==> config.mk <==
export PLATFORM = sky130hd
export DESIGN_NAME = falacg_top
export DESIGN_NICKNAME = d
export VERILOG_FILES = /design/src/inc/falacg_pkg.sv /design/src/rtl/falacg_divider.sv /design/src/rtl/falacg_top.sv
export SDC_FILE = /design/constraint.sdc
export NUM_CORES = 1
export LEC_CHECK = 0
export ABC_AREA = 0
export BUFFER_PORTS_ARGS = -buffer_cell sky130_fd_sc_hd__buf_2
export CORE_ASPECT_RATIO = 0.5
export CORE_MARGIN = 1
export CORE_UTILIZATION = 58
export CTS_CLUSTER_SIZE = 30
export DETAILED_ROUTE_END_ITERATION = 6
export PLACE_DENSITY = 0.76
export SYNTH_ARGS = -nofsm -noshare
export SYNTH_HDL_FRONTEND = slang
export SYNTH_SLANG_ARGS = --single-unit
==> constraint.sdc <==
create_clock -name ref_clk -period 9.55 [get_ports ref_clk]
set_clock_uncertainty 0.15 [all_clocks]
set_input_delay 1.91 -clock ref_clk [delete_from_list [all_inputs] [get_ports ref_clk]]
set_output_delay 1.91 -clock ref_clk [all_outputs]
set_load 0.05 [all_outputs]
==> src/inc/falacg_pkg.sv <==
package falacg_pkg;
  // register subaddresses
  localparam logic [7:0] FALACG_CPF_LOW_ADDR = 8'h30;
  localparam logic [7:0] FALACG_CPF_MID_ADDR = 8'h31;
  localparam logic [7:0] FALACG_CPF_HIGH_ADDR = 8'h32;
  localparam logic [7:0] FALACG_INC_LOW_ADDR = 8'h34;
  localparam logic [7:0] FALACG_INC_MID_ADDR = 8'h35;
  localparam logic [7:0] FALACG_INC_HIGH_ADDR = 8'h36;
  localparam logic [7:0] FALACG_BIT_DIV_ADDR = 8'h38;
  localparam logic [7:0] FALACG_CHAN_DIV_ADDR = 8'h39;
  localparam logic [7:0] FALACG_EDGE_SEL_ADDR = 8'h3A;
  localparam logic [7:0] FALACG_LOOP_CTRL_ADDR = 8'h3B;
  localparam logic [7:0] FALACG_STATUS_ADDR = 8'h3C;
  // field positions
  localparam int FALACG_BIT_EDGE_POS = 0;
  localparam int FALACG_CHAN_EDGE_POS = 1;
  localparam int FALACG_LOOP_OPEN_POS = 0;
  localparam int FALACG_VREF_EXT_POS = 1;
  localparam int FALACG_STAT_XTAL_POS = 0;
  localparam int FALACG_STAT_LOCK_POS = 1;
  // widths
  localparam int FALACG_CPF_W = 18;
  localparam int FALACG_INC_W = 22;
  localparam int FALACG_ACC_W = 23;
  localparam int FALACG_CORR_W = 12;
  localparam int FALACG_CNT_W = 20;
  // reset values
  localparam logic [17:0] FALACG_CPF_RST = 18'h3C000;
  localparam logic [21:0] FALACG_INC_RST = 22'h30FBCE;
  localparam logic [5:0] FALACG_BIT_DIV_RST = 6'h03;
  localparam logic [5:0] FALACG_CHAN_DIV_RST = 6'h10;
  localparam logic [1:0] FALACG_EDGE_SEL_RST = 2'h0;
  localparam logic [1:0] FALACG_LOOP_CTRL_RST = 2'h0;
  // cycles after reset release before the strap is taken
  localparam logic [1:0] FALACG_STRAP_WAIT = 2'h3;
  // correction limits
  localparam logic signed [11:0] FALACG_CORR_MAX = 12'sh7FF;
  localparam logic signed [11:0] FALACG_CORR_MIN = -12'sh7FF;
endpackage

==> src/rtl/falacg_divider.sv <==
`timescale 1ns/1ps
module falacg_divider (
  // clock and reset
  input wire logic ref_clk,
  input wire logic rst_n,
  // source edge pulses
  input wire logic src_rise,
  input wire logic src_fall,
  // control
  input wire logic edge_sel,
  input wire logic add_one,
  input wire logic [5:0] divisor,
  // divided clock
  output logic clk_q,
  output logic rise_q,
  output logic fall_q
);
  logic [5:0] cnt_q;
  logic pick;
  logic run;
  logic wrap;
  logic [5:0] term;

  // edge 1 = rising source edge, 0 = falling (inverted source)
  assign pick = edge_sel ? src_rise : src_fall;
  assign term = add_one ? divisor : divisor - 6'h01;
  // a zero channel divisor holds the output
  assign run = add_one || (divisor != 6'h00);
  assign wrap = pick && run && (cnt_q >= term);

  always_ff @(posedge ref_clk or negedge rst_n) begin
    if (!rst_n) begin
      cnt_q <= 6'h00;
      clk_q <= 1'b0;
    end else if (pick && run) begin
      if (wrap) begin
        cnt_q <= 6'h00;
        clk_q <= ~clk_q;
      end else begin
        cnt_q <= cnt_q + 6'h01;
      end
    end
  end

  always_ff @(posedge ref_clk or negedge rst_n) begin
    if (!rst_n) begin
      rise_q <= 1'b0;
      fall_q <= 1'b0;
    end else begin
      rise_q <= wrap && !clk_q;
      fall_q <= wrap && clk_q;
    end
  end

  ////////////////////////////////////////////////////////////////////////
  a_div_toggle_cause: assert property (@(posedge ref_clk) disable iff (!rst_n)
    $changed(clk_q) |-> $past(pick) && $past(run))
    else $error("divided clock moved without a selected source edge");
  // a divisor lowered mid-count wraps at once, so the count may sit above term
  a_div_count_bound: assert property (@(posedge ref_clk) disable iff (!rst_n)
    $changed(clk_q) |-> $past(cnt_q) >= $past(term))
    else $error("divided clock toggled at wrong count");
endmodule // falacg_divider

==> src/rtl/falacg_top.sv <==
`timescale 1ns/1ps
module falacg_top (
  // clock and reset
  input wire logic ref_clk,
  input wire logic rst_n,
  // register port
  input wire logic [7:0] reg_addr,
  input wire logic [7:0] reg_wdata,
  input wire logic reg_write,
  input wire logic reg_read,
  output logic [7:0] reg_rdata_q,
  output logic reg_rvalid_q,
  // vertical references
  input wire logic internal_vsync,
  input wire logic external_vsync,
  // audio clock pins
  output logic audio_master_clock_out,
  input wire logic audio_master_clock_in,
  output logic audio_serial_bit_clock,
  output logic audio_channel_clock_o,
  output logic audio_channel_clock_oe,
  input wire logic audio_channel_clock_i,
  // crystal choice
  output logic xtal_select_q
);
  import falacg_pkg::*;

  ////////////////////////////////////////////////////////////////////////
  // registers
  logic [17:0] cpf_q;
  logic [21:0] inc_q;
  logic [5:0] bit_div_q;
  logic [5:0] chan_div_q;
  logic [1:0] edge_sel_q;
  logic [1:0] loop_ctrl_q;
  logic locked_q;

  always_ff @(posedge ref_clk or negedge rst_n) begin
    if (!rst_n) begin
      cpf_q <= FALACG_CPF_RST;
      inc_q <= FALACG_INC_RST;
      bit_div_q <= FALACG_BIT_DIV_RST;
      chan_div_q <= FALACG_CHAN_DIV_RST;
      edge_sel_q <= FALACG_EDGE_SEL_RST;
      loop_ctrl_q <= FALACG_LOOP_CTRL_RST;
    end else if (reg_write) begin
      case (reg_addr)
        FALACG_CPF_LOW_ADDR: cpf_q[7:0] <= reg_wdata;
        FALACG_CPF_MID_ADDR: cpf_q[15:8] <= reg_wdata;
        FALACG_CPF_HIGH_ADDR: cpf_q[17:16] <= reg_wdata[1:0];
        FALACG_INC_LOW_ADDR: inc_q[7:0] <= reg_wdata;
        FALACG_INC_MID_ADDR: inc_q[15:8] <= reg_wdata;
        FALACG_INC_HIGH_ADDR: inc_q[21:16] <= reg_wdata[5:0];
        FALACG_BIT_DIV_ADDR: bit_div_q <= reg_wdata[5:0];
        FALACG_CHAN_DIV_ADDR: chan_div_q <= reg_wdata[5:0];
        FALACG_EDGE_SEL_ADDR: edge_sel_q <= reg_wdata[1:0];
        FALACG_LOOP_CTRL_ADDR: loop_ctrl_q <= reg_wdata[1:0];
        default: ;
      endcase
    end
  end

  // read data registered; unmapped subaddresses read zero
  always_ff @(posedge ref_clk or negedge rst_n) begin
    if (!rst_n) begin
      reg_rdata_q <= 8'h00;
      reg_rvalid_q <= 1'b0;
    end else begin
      reg_rvalid_q <= reg_read;
      if (reg_read) begin
        case (reg_addr)
          FALACG_CPF_LOW_ADDR: reg_rdata_q <= cpf_q[7:0];
          FALACG_CPF_MID_ADDR: reg_rdata_q <= cpf_q[15:8];
          FALACG_CPF_HIGH_ADDR: reg_rdata_q <= {6'h00, cpf_q[17:16]};
          FALACG_INC_LOW_ADDR: reg_rdata_q <= inc_q[7:0];
          FALACG_INC_MID_ADDR: reg_rdata_q <= inc_q[15:8];
          FALACG_INC_HIGH_ADDR: reg_rdata_q <= {2'h0, inc_q[21:16]};
          FALACG_BIT_DIV_ADDR: reg_rdata_q <= {2'h0, bit_div_q};
          FALACG_CHAN_DIV_ADDR: reg_rdata_q <= {2'h0, chan_div_q};
          FALACG_EDGE_SEL_ADDR: reg_rdata_q <= {6'h00, edge_sel_q};
          FALACG_LOOP_CTRL_ADDR: reg_rdata_q <= {6'h00, loop_ctrl_q};
          FALACG_STATUS_ADDR: reg_rdata_q <= {6'h00, locked_q, xtal_select_q};
          default: reg_rdata_q <= 8'h00;
        endcase
      end
    end
  end

  ////////////////////////////////////////////////////////////////////////
  // pin synchronisers
  logic [2:0] mclk_sync_q;
  logic [2:0] vext_sync_q;
  logic [1:0] strap_sync_q;

  always_ff @(posedge ref_clk or negedge rst_n) begin
    if (!rst_n) begin
      mclk_sync_q <= 3'h0;
      vext_sync_q <= 3'h0;
      strap_sync_q <= 2'h0;
    end else begin
      mclk_sync_q <= {mclk_sync_q[1:0], audio_master_clock_in};
      vext_sync_q <= {vext_sync_q[1:0], external_vsync};
      strap_sync_q <= {strap_sync_q[0], audio_channel_clock_i};
    end
  end

  ////////////////////////////////////////////////////////////////////////
  // strap capture after reset release
  logic [1:0] strap_cnt_q;
  logic strap_done_q;

  always_ff @(posedge ref_clk or negedge rst_n) begin
    if (!rst_n) begin
      strap_cnt_q <= 2'h0;
      strap_done_q <= 1'b0;
      xtal_select_q <= 1'b0;
      audio_channel_clock_oe <= 1'b0;
    end else if (!strap_done_q) begin
      if (strap_cnt_q == FALACG_STRAP_WAIT) begin
        strap_done_q <= 1'b1;
        xtal_select_q <= strap_sync_q[1];
        audio_channel_clock_oe <= 1'b1;
      end else begin
        strap_cnt_q <= strap_cnt_q + 2'h1;
      end
    end
  end

  ////////////////////////////////////////////////////////////////////////
  // field reference and master clock synthesis
  logic vref_q;
  logic field_edge;
  logic [FALACG_ACC_W-1:0] acc_q;
  logic [FALACG_ACC_W:0] acc_sum;
  logic signed [FALACG_CORR_W-1:0] corr_q;
  logic [FALACG_INC_W-1:0] inc_eff;
  logic [FALACG_CNT_W-1:0] mcnt_q;
  logic loop_open;

  assign loop_open = loop_ctrl_q[FALACG_LOOP_OPEN_POS];

  always_ff @(posedge ref_clk or negedge rst_n) begin
    if (!rst_n) begin
      vref_q <= 1'b0;
    end else begin
      vref_q <= loop_ctrl_q[FALACG_VREF_EXT_POS] ? vext_sync_q[1] : internal_vsync;
    end
  end

  assign field_edge = loop_ctrl_q[FALACG_VREF_EXT_POS] ? (vext_sync_q[1] && !vext_sync_q[2])
                                                        : (internal_vsync && !vref_q);
  assign inc_eff = inc_q + FALACG_INC_W'(corr_q);
  assign acc_sum = {1'b0, acc_q} + {2'h0, inc_eff};

  always_ff @(posedge ref_clk or negedge rst_n) begin
    if (!rst_n) begin
      acc_q <= '0;
      audio_master_clock_out <= 1'b0;
    end else begin
      acc_q <= acc_sum[FALACG_ACC_W-1:0];
      audio_master_clock_out <= acc_q[FALACG_ACC_W-1];
    end
  end

  // master periods in the current field
  always_ff @(posedge ref_clk or negedge rst_n) begin
    if (!rst_n) begin
      mcnt_q <= '0;
    end else if (field_edge) begin
      mcnt_q <= {19'h00000, acc_sum[FALACG_ACC_W]};
    end else if (acc_sum[FALACG_ACC_W] && !(&mcnt_q)) begin
      mcnt_q <= mcnt_q + 20'h00001;
    end
  end

  // slow loop: one correction step per field
  always_ff @(posedge ref_clk or negedge rst_n) begin
    if (!rst_n) begin
      corr_q <= '0;
      locked_q <= 1'b0;
    end else if (loop_open) begin
      corr_q <= '0;
      locked_q <= 1'b0;
    end else if (field_edge) begin
      locked_q <= (mcnt_q == {2'h0, cpf_q});
      if (mcnt_q < {2'h0, cpf_q} && corr_q != FALACG_CORR_MAX) begin
        corr_q <= corr_q + 12'sh001;
      end else if (mcnt_q > {2'h0, cpf_q} && corr_q != FALACG_CORR_MIN) begin
        corr_q <= corr_q - 12'sh001;
      end
    end
  end

  ////////////////////////////////////////////////////////////////////////
  // serial bit and channel clock division
  logic mclk_rise;
  logic mclk_fall;
  logic bit_rise;
  logic bit_fall;

  assign mclk_rise = mclk_sync_q[1] && !mclk_sync_q[2];
  assign mclk_fall = !mclk_sync_q[1] && mclk_sync_q[2];

  falacg_divider u_bit_div (
    .ref_clk(ref_clk),
    .rst_n(rst_n),
    .src_rise(mclk_rise),
    .src_fall(mclk_fall),
    .edge_sel(edge_sel_q[FALACG_BIT_EDGE_POS]),
    .add_one(1'b1),
    .divisor(bit_div_q),
    .clk_q(audio_serial_bit_clock),
    .rise_q(bit_rise),
    .fall_q(bit_fall)
  );

  falacg_divider u_chan_div (
    .ref_clk(ref_clk),
    .rst_n(rst_n),
    .src_rise(bit_rise),
    .src_fall(bit_fall),
    .edge_sel(edge_sel_q[FALACG_CHAN_EDGE_POS]),
    .add_one(1'b0),
    .divisor(chan_div_q),
    .clk_q(audio_channel_clock_o),
    .rise_q(),
    .fall_q()
  );

  ////////////////////////////////////////////////////////////////////////
  // checks
  a_open_loop_free: assert property (@(posedge ref_clk) disable iff (!rst_n)
    loop_open |=> corr_q == 12'sh000 && inc_eff == inc_q)
    else $error("open loop still applies correction");
  a_loop_step_up: assert property (@(posedge ref_clk) disable iff (!rst_n)
    field_edge && !loop_open && mcnt_q < {2'h0, cpf_q} && corr_q != FALACG_CORR_MAX
    |=> corr_q == $past(corr_q) + 12'sh001)
    else $error("short field did not raise correction");
  a_loop_step_down: assert property (@(posedge ref_clk) disable iff (!rst_n)
    field_edge && !loop_open && mcnt_q > {2'h0, cpf_q} && corr_q != FALACG_CORR_MIN
    |=> corr_q == $past(corr_q) - 12'sh001)
    else $error("long field did not lower correction");
  a_corr_hold: assert property (@(posedge ref_clk) disable iff (!rst_n)
    !field_edge && !loop_open |=> $stable(corr_q))
    else $error("correction moved between field edges");
  a_bit_edge_rise: assert property (@(posedge ref_clk) disable iff (!rst_n)
    $changed(audio_serial_bit_clock) && edge_sel_q[FALACG_BIT_EDGE_POS]
    && $stable(edge_sel_q) |-> $past(mclk_rise))
    else $error("bit clock moved off the rising master edge");
  a_chan_edge_sel: assert property (@(posedge ref_clk) disable iff (!rst_n)
    $changed(audio_channel_clock_o) && $stable(edge_sel_q) |->
    $past(edge_sel_q[FALACG_CHAN_EDGE_POS] ? bit_rise : bit_fall))
    else $error("channel clock moved off the selected bit edge");
  a_strap_stable: assert property (@(posedge ref_clk) disable iff (!rst_n)
    strap_done_q |=> strap_done_q && $stable(xtal_select_q) && audio_channel_clock_oe)
    else $error("crystal choice changed after capture");
  a_div_write: assert property (@(posedge ref_clk) disable iff (!rst_n)
    reg_write && reg_addr == FALACG_BIT_DIV_ADDR |=> bit_div_q == $past(reg_wdata[5:0]))
    else $error("bit divisor write lost");
  a_master_pin: assert property (@(posedge ref_clk) disable iff (!rst_n)
    ##1 audio_master_clock_out == $past(acc_q[FALACG_ACC_W-1]))
    else $error("master clock pin not from accumulator");

  c_locked_field: cover property (@(posedge ref_clk) disable iff (!rst_n)
    field_edge && !loop_open && mcnt_q == {2'h0, cpf_q});
  c_bit_toggle: cover property (@(posedge ref_clk) disable iff (!rst_n)
    $rose(audio_serial_bit_clock));
  c_chan_toggle: cover property (@(posedge ref_clk) disable iff (!rst_n)
    $rose(audio_channel_clock_o));
  c_open_loop: cover property (@(posedge ref_clk) disable iff (!rst_n)
    loop_open && field_edge);
endmodule // falacg_top

==> results of run 1 <==
[cell type report]
cell class	instances	area share [%]
Multi-Input combinational cell	724	51.91
Sequential cell	152	36.30
Clock buffer	18	4.068
Tap cell	221	2.621
Timing Repair Buffer	38	1.886
Inverter	51	1.815
Clock inverter	14	1.399
[cell usage after synthesis, types with 3 or more instances]
| master | n | area, sq um |
|---|---|---|
| dfrtp_1 | 131 | 3278 |
| ha_1 | 92 | 1151 |
| nor2_1 | 67 | 251.5 |
| nand2_1 | 61 | 229.0 |
| mux2_2 | 57 | 641.9 |
| a21oi_1 | 55 | 275.3 |
| inv_1 | 51 | 191.4 |
| xnor2_1 | 38 | 332.8 |
| a21o_1 | 34 | 255.2 |
| o21ai_0 | 25 | 125.1 |
| xor2_1 | 24 | 210.2 |
| nor3_1 | 23 | 115.1 |
| nand3_1 | 22 | 110.1 |
| dfstp_2 | 21 | 551.8 |
| mux2i_1 | 21 | 210.2 |
| nand2b_1 | 17 | 106.4 |
| o21ai_1 | 17 | 85.08 |
| a31oi_1 | 13 | 81.33 |
| nor2b_1 | 12 | 75.07 |
| clkbuf_1 | 11 | 41.29 |
| and3_1 | 10 | 62.56 |
| nand4_1 | 9 | 56.30 |
| o211ai_1 | 9 | 67.56 |
| o21a_1 | 9 | 67.56 |
| o21bai_1 | 9 | 67.56 |
| or4_1 | 9 | 67.56 |
| o31ai_1 | 8 | 60.06 |
| a211oi_1 | 7 | 52.55 |
| a221oi_1 | 6 | 52.55 |
| and2_1 | 6 | 37.54 |
| or3_1 | 5 | 31.28 |
| a22oi_1 | 4 | 30.03 |
| nor4_1 | 4 | 25.02 |
| a222oi_1 | 3 | 30.03 |
| a41oi_1 | 3 | 26.28 |
| fa_1 | 3 | 60.06 |
| nand3b_1 | 3 | 22.52 |
[per-stage QoR]
stage	instance area (sq um)	utilization, %	hold WS [ns]
finish	10550	66.88	0.1996
global route	10550	66.88	0.2169
CTS	10550	66.88	0.2030
detailed placement	9973	63.22	0.1887
global placement	9973	63.22	0.1842
floorplan	9587	-	0.1812
[state kept, by name, indices dropped and copies added, names as in the netlist, 8 cells and up]
register     flops
acc_q           23
inc_q           22
mcnt_q          20
cpf_q           18
corr_q          12
reg_rdata_q      8
[worst max-delay path, cell delays in order, from the launching register on]
cell and delay, ns:
dfrtp_1 0.45, ha_1 0.25, fa_1 0.41, a21o_1 0.21, a21oi_2 0.17, nor2b_1 0.08
o41a_1 0.32, a41o_1 0.29, o41ai_4 0.31, o21bai_1 0.14, a21oi_1 0.19, xnor2_1 0.10
ha_1 0.35, and2_1 0.17, and3_1 0.19, nand3_1 0.08, a21o_1 0.20, a211oi_4 0.55
o211ai_2 0.32, or4_1 0.46, a21oi_1 0.16
[power groups by stage]
| stage | registers, mW | logic, mW | clock network [mW] |
|---|---|---|---|
| CTS | 0.848 | 0.998 | 0.683 |
| global route | 0.862 | 1.13 | 0.707 |
| floorplan | 0.856 | 0.780 | 0 |
| global placement | 0.854 | 0.954 | 0 |
| finish | 0.849 | 1.00 | 0.676 |
| detailed placement | 0.858 | 0.989 | 0 |
[final timing paths]
| kind | startpoint | to | cells past startpoint |
|---|---|---|---|
| max | corr_q[0] | mcnt_q[15] | 20 |
| min | vext_sync_q[0] | vext_sync_q[1] | 0 |
| max reg2reg | corr_q[0] | mcnt_q[15] | 20 |
| min reg2reg | vext_sync_q[0] | vext_sync_q[1] | 0 |
| max in group asynchronous | rst_n | cpf_q[2] | 2 |
| min in group asynchronous | rst_n | acc_q[15] | 1 |
[cells in the final DEF (no fill, tap or decap), types with 10 or more instances in the layout]
cell type	n
o21ai_1	17
mux2_2	57
ha_1	92
nor2b_1	12
dfrtp_1	131
and3_1	10
a31oi_1	13
a21o_1	34
buf_2	36
dfstp_2	21
a21oi_1	55
mux2i_1	21
nor3_1	23
o21ai_0	25
nand3_1	22
xnor2_1	38
xor2_1	24
nor2_1	67
nand2b_1	17
inv_1	51
nand2_1	61
clkbuf_16	17
[metal layers]
metal  vias up  routed length, microns
met5         -                       0
met4         0                     225
met3        20                    1234
met2       190                    9662
met1      3595                   10370
li1       3519                       -
[cells by family (layout without fill, tap and decap cells)]
logic type                 after synthesis  in the layout  synth area share (%)
and+or+nand+nor                        261            261                 13.52
AOI/OAI and AO/OA                      227            227                 16.18
DFF                                    152            152                 39.95
adders and majority gates               95             95                 12.63
muxes                                   79             79                 9.123
buffers and inverters                   69            121                 2.923
xor gates and xnor gates                62             62                 5.664
==> summary.md, run 1 <==
| Metric | Value |
|---|---|
| Status | `finished, final reports clean` |
| Setup Viol. Count Final | `0` |
| Initial antenna violation count | `0` |
| Crit start category | `flip-flop` |
| Slew margin rel. | `30.30%` |
| Synth Register Bits | `152` |
| Synth unique cells | `75` |
| Die height | `92.91 microns` |
| Pleak | `5.002 nW` |
| Busiest grt layer | `met2` |
| PD cells | `239.4 nW/um^2` |
| GRT met3 Usage | `5.230%` |
| Gate Count Post-Synth | `945` |
| PortBufs | `37` |
| N_diodes | `0` |
| DRT iter0 DRCs | `588` |
| Post-DP HPWL | `15,630 microns` |
| Clock Sinks | `152` |
| Floorplan Core Area | `15,780 sq um` |
| CP Data Required Time | `9.74 ns` |
| Slew Viols, Final | `0` |
| Number of synthesis warnings | `0` |
| Via count | `7,324` |
| F_max | `0.1779 GHz` |
| Sequential share of power | `33.6%` |
| Sum Neg Setup Slack | `0 ns` |
| Synth Cell Area | `9587 sq um` |
| Max-cap violations | `0` |
| VDD IR max | `141.6 uV` |
| Largest net degree at the start of global routing | `99` |
| CTS tree | `built` |
| Finished Layout Cells | `1,218` |
| Internal | `1.577 mW` |
| Crit path capture type | `flip-flop` |
| Worst-path fanout max | `13` |
| Post-synth EDFFs | `0` |
| CTS max path bufs | `2` |
| Worst-path clk slew | `0.07 ns` |
| GRT overflow | `0` |
| Global-route wire length before repair | `35,740 microns` |
| Fin. Hold Viols | `0` |
| Boundary Pins | `38` |
| Async SR Flop Fraction | `100.0%` |
| Fillers | `1,239` |
| R2R Setup Slk | `3.93 ns` |
| Multi-input logic area | `5477 sq um` |
| Root Driver | `clkbuf_16` |
| Met2 usage | `42.33%` |
| Setup CP Type | `reg2reg` |
| Drt via density | `6.013` |
| Post-route clock period utilization | `58.87%` |
| Placed cells | `1,186` |
| Share of layout cells above drive strength 1 | `16.15%` |
| Slew of the pin with the lowest slew margin | `1.036 ns` |
| RSZ-0062 raised after global routing | `no` |
| Avg Inst Size Synth | `10.14 sq um` |
| Final setup margin | `3.928 ns` |
| Most common flop cell mapped by yosys | `dfrtp_1` |
| GR Util All Layers | `26.93%` |
| DR pass1 iterations | `7` |
| Hold/Removal Path Class | `reg2reg` |
| Area of the die | `17,080 sq um` |
| Pwr Total | `2.526 mW` |
| Later-pin clock latency in the skew report | `0.43 ns` |
| Synthesized Nets | `1,064` |
| Antenna viol nets, final | `0` |
| Logic pwr share | `39.6%` |
| Post-Route WL | `21,500 microns` |
| Area Overhead vs Synth | `10.05%` |
| CTS resizes | `0` |
| Clock Power Share | `26.8%` |
| Number of H-tree levels | `4` |
| Gpl congestion | `0.8900` |
| Placement Setup Slack | `4.005 ns` |
| Number of CTS-inserted buffers | `17` |
| DRC Markers | `0` |
| Cts hold-fix bufs | `0` |
| Met1 Use GR | `37.72%` |
| Vias in the first global route | `7,122` |
| Setup Fix Bufs, Post-CTS | `0` |
| Switch share | `37.58%` |
| # rows | `32` |
| Worst Path Arrival | `5.82 ns` |
| Initial Utilization | `60.77%` |
| Final min period | `5.622 ns` |
| Reg area | `3830 sq um` |
| P_sw | `949.2 uW` |
| Final nets | `1,103` |
| Wire per inst | `17.65 microns` |
| Seq/Total Area, Yosys | `39.95%` |
| Die width | `183.8 microns` |
No activity file was read; power rests on OpenSTA's default activity.
==> run 2, diff against run 1 <==
==> constraint.sdc (replaced) <==
create_clock -name ref_clk -period 5.7 [get_ports ref_clk]
set_clock_uncertainty 0.15 [all_clocks]
set_input_delay 1.14 -clock ref_clk [delete_from_list [all_inputs] [get_ports ref_clk]]
set_output_delay 1.14 -clock ref_clk [all_outputs]
set_load 0.05 [all_outputs]
==> run 2 against run 1 <==
  * Core utilization grew 0.74 points
  * Worst hold slack gained 0.0059 ns
  * Sequential share of layout area shrank 0.40 points
  * Flip-flop and latch count is the same
  * Critical path depth grew 1
  * Die area is the same
  * Combinational power grew 70%
  * Cell area grew 1.1%
  * Routed wire length grew 3.3%
  * Cell count grew 0.25%
  * Count of clock-buffer cells in the layout is the same
  * Sequential power grew 68%
  * Critical endpoint is now mcnt_q[6]
  * Largest cell class unchanged
  * Largest power group unchanged
==> summary.md, run 2 (synthesized netlist as in run 1, its figures left out) <==
| Metric | Value |
|---|---|
| Status | `finished, final reports clean` |
| WHS Endpoint | `strap_sync_q[1]` |
| Post-Route WL | `22,210 microns (+3.3%)` |
| PD cells | `411.2 nW/um^2 (+72%)` |
| Fillers | `1,205 (-2.7%)` |
| Post-route clock period utilization | `93.32% (+34 points)` |
| Final min period | `5.319 ns (-0.3027 ns)` |
| N_diodes | `0 (unchanged)` |
| Commonest non-fill, non-tap cell in the layout | `dfrtp_1` |
| Setup CP Type | `reg2reg` |
| Boundary Pins | `38 (unchanged)` |
| Crit start category | `flip-flop` |
| Top flop regs | `acc_q (23), inc_q (22), mcnt_q (20)` |
| Area of the die | `17,080 sq um (unchanged)` |
| Pleak | `5.043 nW (+0.82%)` |
| F_max | `0.1880 GHz (+5.7%)` |
| Share of layout cells above drive strength 1 | `16.40% (+0.25 points)` |
| DRT iter0 DRCs | `606 (+3.1%)` |
| Drt via density | `6.055 (+0.69%)` |
| Cell depth of the worst min-delay path | `0 (unchanged)` |
| R2R Setup Slk | `0.38 ns (-3.55 ns)` |
| Floorplan Core Area | `15,780 sq um (unchanged)` |
| Die width | `183.8 microns (unchanged)` |
| Min-delay src | `strap_sync_q[0]` |
| Hold WS | `0.2055 ns (+0.005866 ns)` |
| Via count | `7,393 (+0.94%)` |
| Area Overhead vs Synth | `11.26%` |
| Post-DP HPWL | `16,060 microns (+2.8%)` |
| Most frequent cells in the layout | `dfrtp_1 (131), ha_1 (92), nor2_1 (67), nand2_1 (61), mux2_2 (57)` |
| CTS tree | `built` |
| Top reg by flops | `acc_q` |
| Antenna viol nets, final | `0 (unchanged)` |
| Slew margin rel. | `27.26% (-3.0 points)` |
| GRT overflow | `0 (unchanged)` |
| Initial Utilization | `60.77% (unchanged)` |
| Clock Sinks | `152 (unchanged)` |
| Slew of the pin with the lowest slew margin | `1.081 ns (+0.04519 ns)` |
| Number of H-tree levels | `4 (unchanged)` |
| Initial antenna violation count | `0 (unchanged)` |
| Wire per inst | `18.19 microns (+3.1%)` |
| Reg2reg start | `corr_q[0]` |
| Sum Neg Setup Slack | `0 ns (unchanged)` |
| PortBufs | `37 (unchanged)` |
| CTS max path bufs | `2 (unchanged)` |
| R2r worst-path depth | `21 (+5.0%)` |
| Root Driver | `clkbuf_16` |
| Slew Viols, Final | `0 (unchanged)` |
| Worst Path Arrival | `5.51 ns (-0.31 ns)` |
| VDD IR max | `216.4 uV (+53%)` |
| Setup Viol. Count Final | `0 (unchanged)` |
| Hold/Removal Path Class | `reg2reg` |
| Largest register FFs | `23 (unchanged)` |
| Fin. Hold Viols | `0 (unchanged)` |
| Crit path capture type | `flip-flop` |
| Final setup margin | `0.3810 ns (-3.547 ns)` |
| GR Util All Layers | `27.89% (+0.96 points)` |
| Placement Setup Slack | `0.2955 ns (-3.709 ns)` |
| # rows | `32 (unchanged)` |
| DRC Markers | `0 (unchanged)` |
| Worst-path fanout max | `12 (-1)` |
| DR pass1 iterations | `7 (unchanged)` |
| Final nets | `1,106 (+0.27%)` |
| RSZ-0062 raised after global routing | `no` |
| Global-route wire length before repair | `36,930 microns (+3.3%)` |
| Gpl congestion | `0.8826 (-0.83%)` |
| CP Data Required Time | `5.89 ns (-3.85 ns)` |
| Cts hold-fix bufs | `0 (unchanged)` |
| Worst-path clk slew | `0.06 ns (about the same)` |
| Largest net degree at the start of global routing | `59 (-40%)` |
| Later-pin clock latency in the skew report | `0.43 ns (about the same)` |
| Number of CTS-inserted buffers | `17 (unchanged)` |
| Vias in the first global route | `7,252 (+1.8%)` |
| Max-cap violations | `0 (unchanged)` |
| Die height | `92.91 microns (unchanged)` |
| Reg2Reg Capture Point | `mcnt_q[6]` |
## run 2: per-layer routing
metal / share of wire (%) / up-vias / GRT usage (%)
met5: 0 / - / 0
met4: 1.9 / 0 / 9.097
met3: 5.0 / 29 / 4.876
met2: 45 / 192 / 43.97
met1: 48 / 3638 / 39.00
li1: - / 3534 / -
## run 2: repair_timing
action,CTS,global route
endpoints found under the hold margin,0,0
setup buffers,0,1
gates resized for setup,0,1
endpoints found under the setup margin,0,7
## run 2: worst max path at each step
stage,startpoint,to,depth (start not counted)
floorplan,corr_q[0],mcnt_q[8],21
global placement,corr_q[0],mcnt_q[13],20
detailed placement,corr_q[0],mcnt_q[13],20
CTS,corr_q[0],mcnt_q[13],20
global route,corr_q[0],mcnt_q[6],21
finish,corr_q[0],mcnt_q[6],21
## run 2: through the flow
step	utilization, %	cell area [sq um]	cells	power, mW
2_1_floorplan	-	9587	945	2.740
3_3_place_gp	63.32	9988	1188	3.027
3_5_place_dp	63.32	9988	1188	3.098
4_1_cts	67.43	10640	1220	4.377
5_1_grt	67.62	10670	1221	4.663
6_report	67.62	10670	1221	4.386
## run 2: critical path: stages (launching register included)
cell      delay (ns)
dfrtp_1         0.45
ha_1            0.25
fa_1            0.41
a21o_1          0.21
a21oi_2         0.17
nor2b_1         0.08
o41a_1          0.32
a41o_1          0.28
o41ai_4         0.29
o21bai_1        0.13
a21oi_1         0.19
xnor2_1         0.09
ha_1            0.34
and2_1          0.18
and3_1          0.20
nand3_1         0.09
a21o_1          0.21
a211oi_4        0.28
buf_12          0.16
o21ai_2         0.14
or4_1           0.44
a21oi_1         0.16
## run 2: layout make-up
class	instances	area (sq um)	share of cell area, %
Clock buffer	18	429.2	4.023
Clock inverter	14	220.2	2.065
Inverter	51	191.4	1.795
Multi-Input combinational cell	724	5485	51.43
Sequential cell	152	3830	35.91
Tap cell	221	276.5	2.592
Timing Repair Buffer	41	234.0	2.194
## run 2: power breakdown
| part | total, mW | switching, mW | internal, mW |
|---|---|---|---|
| sequential | 1.43 | 0.152 | 1.27 |
| combinational | 1.70 | 0.967 | 0.728 |
| clock | 1.26 | 0.484 | 0.781 |
| total | 4.39 | 1.60 | 2.78 |
==> run 3, diff against run 2 <==
--- a/config.mk
+++ b/config.mk
@@ -12,7 +12,7 @@
 export CORE_UTILIZATION = 58
 export CTS_CLUSTER_SIZE = 30
 export DETAILED_ROUTE_END_ITERATION = 6
-export PLACE_DENSITY = 0.76
+export PLACE_DENSITY = 0.77
 export SYNTH_ARGS = -nofsm -noshare
 export SYNTH_HDL_FRONTEND = slang
 export SYNTH_SLANG_ARGS = --single-unit
==> run 3 against run 2 <==
  * Cell count about the same
  * Flip-flop and latch count unchanged
  * First-iteration DRC count fell by 27%
  * Clock power fell by 6%
  * Cell area fell by 0.45%
==> summary.md, run 3 (synthesized netlist as in run 1, its figures left out) <==
| Metric | Value |
|---|---|
| Status | `finished, final reports clean` |
| Crit start category | `flip-flop` |
| Post-DP HPWL | `15,920 microns (-0.88%)` |
| Die height | `92.91 microns (unchanged)` |
| Setup Viol. Count Final | `0 (unchanged)` |
| Setup CP Type | `reg2reg` |
| DRT iter0 DRCs | `441 (-27%)` |
| RSZ-0062 raised after global routing | `no` |
| Fin. Hold Viols | `0 (unchanged)` |
| CTS max path bufs | `2 (unchanged)` |
| PortBufs | `37 (unchanged)` |
| Gpl congestion | `0.9075 (+2.8%)` |
| Largest register FFs | `23 (unchanged)` |
| DRC Markers | `0 (unchanged)` |
| Global-route wire length before repair | `36,680 microns (-0.67%)` |
| Most frequent cells in the layout | `dfrtp_1 (131), ha_1 (92), nor2_1 (67), nand2_1 (61), mux2_2 (57)` |
| Initial Utilization | `60.77% (unchanged)` |
| Worst-path clk slew | `0.07 ns (about the same)` |
| VDD IR max | `250.7 uV (+16%)` |
| Final nets | `1,107 (+0.090%)` |
| Top flop regs | `acc_q (23), inc_q (22), mcnt_q (20)` |
| Hold/Removal Path Class | `reg2reg` |
| CTS resizes | `0 (unchanged)` |
| Cell area after layout | `10,620 sq um (-0.45%)` |
| Share of layout cells above drive strength 1 | `16.38% (about the same)` |
| Slew margin rel. | `25.09% (-2.2 points)` |
| Later-pin clock latency in the skew report | `0.43 ns (about the same)` |
| GRT overflow | `0 (unchanged)` |
| Crit path capture type | `flip-flop` |
| Antenna viol nets, final | `0 (unchanged)` |
| Sum Neg Setup Slack | `0 ns (unchanged)` |
| Final min period | `5.435 ns (+0.1161 ns)` |
| F_max | `0.1840 GHz (-2.1%)` |
| Number of CTS-inserted buffers | `17 (unchanged)` |
| Largest net degree at the start of global routing | `59 (unchanged)` |
| Slew Viols, Final | `0 (unchanged)` |
| Cts hold-fix bufs | `0 (unchanged)` |
| Placement Setup Slack | `0.2702 ns (-0.02525 ns)` |
| Pleak | `5.039 nW (about the same)` |
| Die width | `183.8 microns (unchanged)` |
| Wire per inst | `18.11 microns (-0.45%)` |
| Worst Path Arrival | `5.62 ns (+0.11 ns)` |
| Floorplan Core Area | `15,780 sq um (unchanged)` |
| Slew of the pin with the lowest slew margin | `1.113 ns (+0.03232 ns)` |
| PD cells | `405.5 nW/um^2 (-1.4%)` |
| CP Data Required Time | `5.89 ns (about the same)` |
| Post-route clock period utilization | `95.35% (+2.0 points)` |
| CTS tree | `built` |
| # rows | `32 (unchanged)` |
| Vias in the first global route | `7,333 (+1.1%)` |
| Max-cap violations | `0 (unchanged)` |
| N_diodes | `0 (unchanged)` |
| Boundary Pins | `38 (unchanged)` |
| Via count | `7,444 (+0.69%)` |
| Post-DP Area | `9988 sq um (unchanged)` |
| Final setup margin | `0.2649 ns (-0.1161 ns)` |
| Commonest non-fill, non-tap cell in the layout | `dfrtp_1` |
| Root Driver | `clkbuf_16` |
| Area Overhead vs Synth | `10.77%` |
| Area of the die | `17,080 sq um (unchanged)` |
| GR Util All Layers | `27.75% (-0.14 points)` |
| Top reg by flops | `acc_q` |
| DR pass1 iterations | `5 (-2)` |
| Worst-path fanout max | `12 (unchanged)` |
| Drt via density | `6.092 (+0.61%)` |
| Initial antenna violation count | `1 (+1)` |
| R2R Setup Slk | `0.26 ns (-0.12 ns)` |
| Number of H-tree levels | `4 (unchanged)` |
| Clock Sinks | `152 (unchanged)` |
| Post-Route WL | `22,130 microns (-0.36%)` |
## run 3: cell count changes in the layout (fill, tap and decap cells not counted)
cell | previous run | this run
buf_4 | 3 | 5
bufinv_16 | 5 | 3
clkbuf_1 | 1 | 2
o211ai_2 | 1 | 2
clkinv_2 | 1 | 2
clkbuf_8 | 0 | 3
clkinvlp_4 | 4 | 2
buf_12 | 1 | 0
clkinv_4 | 2 | 1
o211ai_4 | 1 | 0
## run 3: power breakdown
| part | switching (mW) | internal (mW) | total [mW] |
|---|---|---|---|
| clock | 0.462 | 0.726 | 1.19 |
| combinational | 0.964 | 0.729 | 1.69 |
| sequential | 0.150 | 1.27 | 1.42 |
## run 3: critical path, cell delays in order (launching register included)
cell	delay (ns)
dfrtp_1	0.44
ha_1	0.26
fa_1	0.41
a21o_1	0.21
a21oi_2	0.17
nor2b_1	0.08
o41a_1	0.33
a41o_1	0.29
o41ai_4	0.29
o21bai_1	0.12
a21oi_1	0.19
xnor2_1	0.09
ha_1	0.34
and2_1	0.18
and3_1	0.19
nand3_1	0.09
a21o_1	0.21
a211oi_4	0.23
buf_4	0.19
buf_4	0.13
o21ai_2	0.14
or4_1	0.44
a21oi_1	0.16
## run 3: final timing paths
path	from	cells past startpoint	to
setup reg to reg	corr_q[0]	22	mcnt_q[6]
hold / removal	vext_sync_q[0]	0	vext_sync_q[1]
setup / recovery	corr_q[0]	22	mcnt_q[6]
max in group asynchronous	rst_n	2	u_chan_div.cnt_q[0]
hold reg to reg	vext_sync_q[0]	0	vext_sync_q[1]
min in group asynchronous	rst_n	1	acc_q[16]
## run 3: timing repair
action / in CTS / in global routing
setup endpoints to repair: 0 / 2
buffers inserted: 0 / 2
endpoints found under the hold margin: 0 / 0
## run 3: stage by stage
stage | power (mW) | instances | hold WS (ns) | util [%]
6_report | 4.306 | 1222 | 0.1898 | 67.31
2_1_floorplan | 2.740 | 945 | 0.1812 | -
4_1_cts | 4.309 | 1220 | 0.1924 | 67.22
3_3_place_gp | 3.025 | 1188 | 0.1848 | 63.32
5_1_grt | 4.590 | 1222 | 0.2101 | 67.31
3_5_place_dp | 3.102 | 1188 | 0.1865 | 63.32
## run 3: layer usage
layer	track usage, %	vias up	wire length (microns)
met1	37.08	3678	10170
met5	0	-	12
met3	5.820	32	1347
li1	-	3534	-
met2	45.64	198	10260
met4	7.986	2	341
## run 3: layout make-up
class | count | area, sq um
Multi-Input combinational cell | 724 | 5477
Inverter | 51 | 191.4
Fill cell | 1244 | 5156
Sequential cell | 152 | 3830
Timing Repair Buffer | 42 | 229.0
Clock inverter | 10 | 141.4
Clock buffer | 22 | 474.2
Tap cell | 221 | 276.5
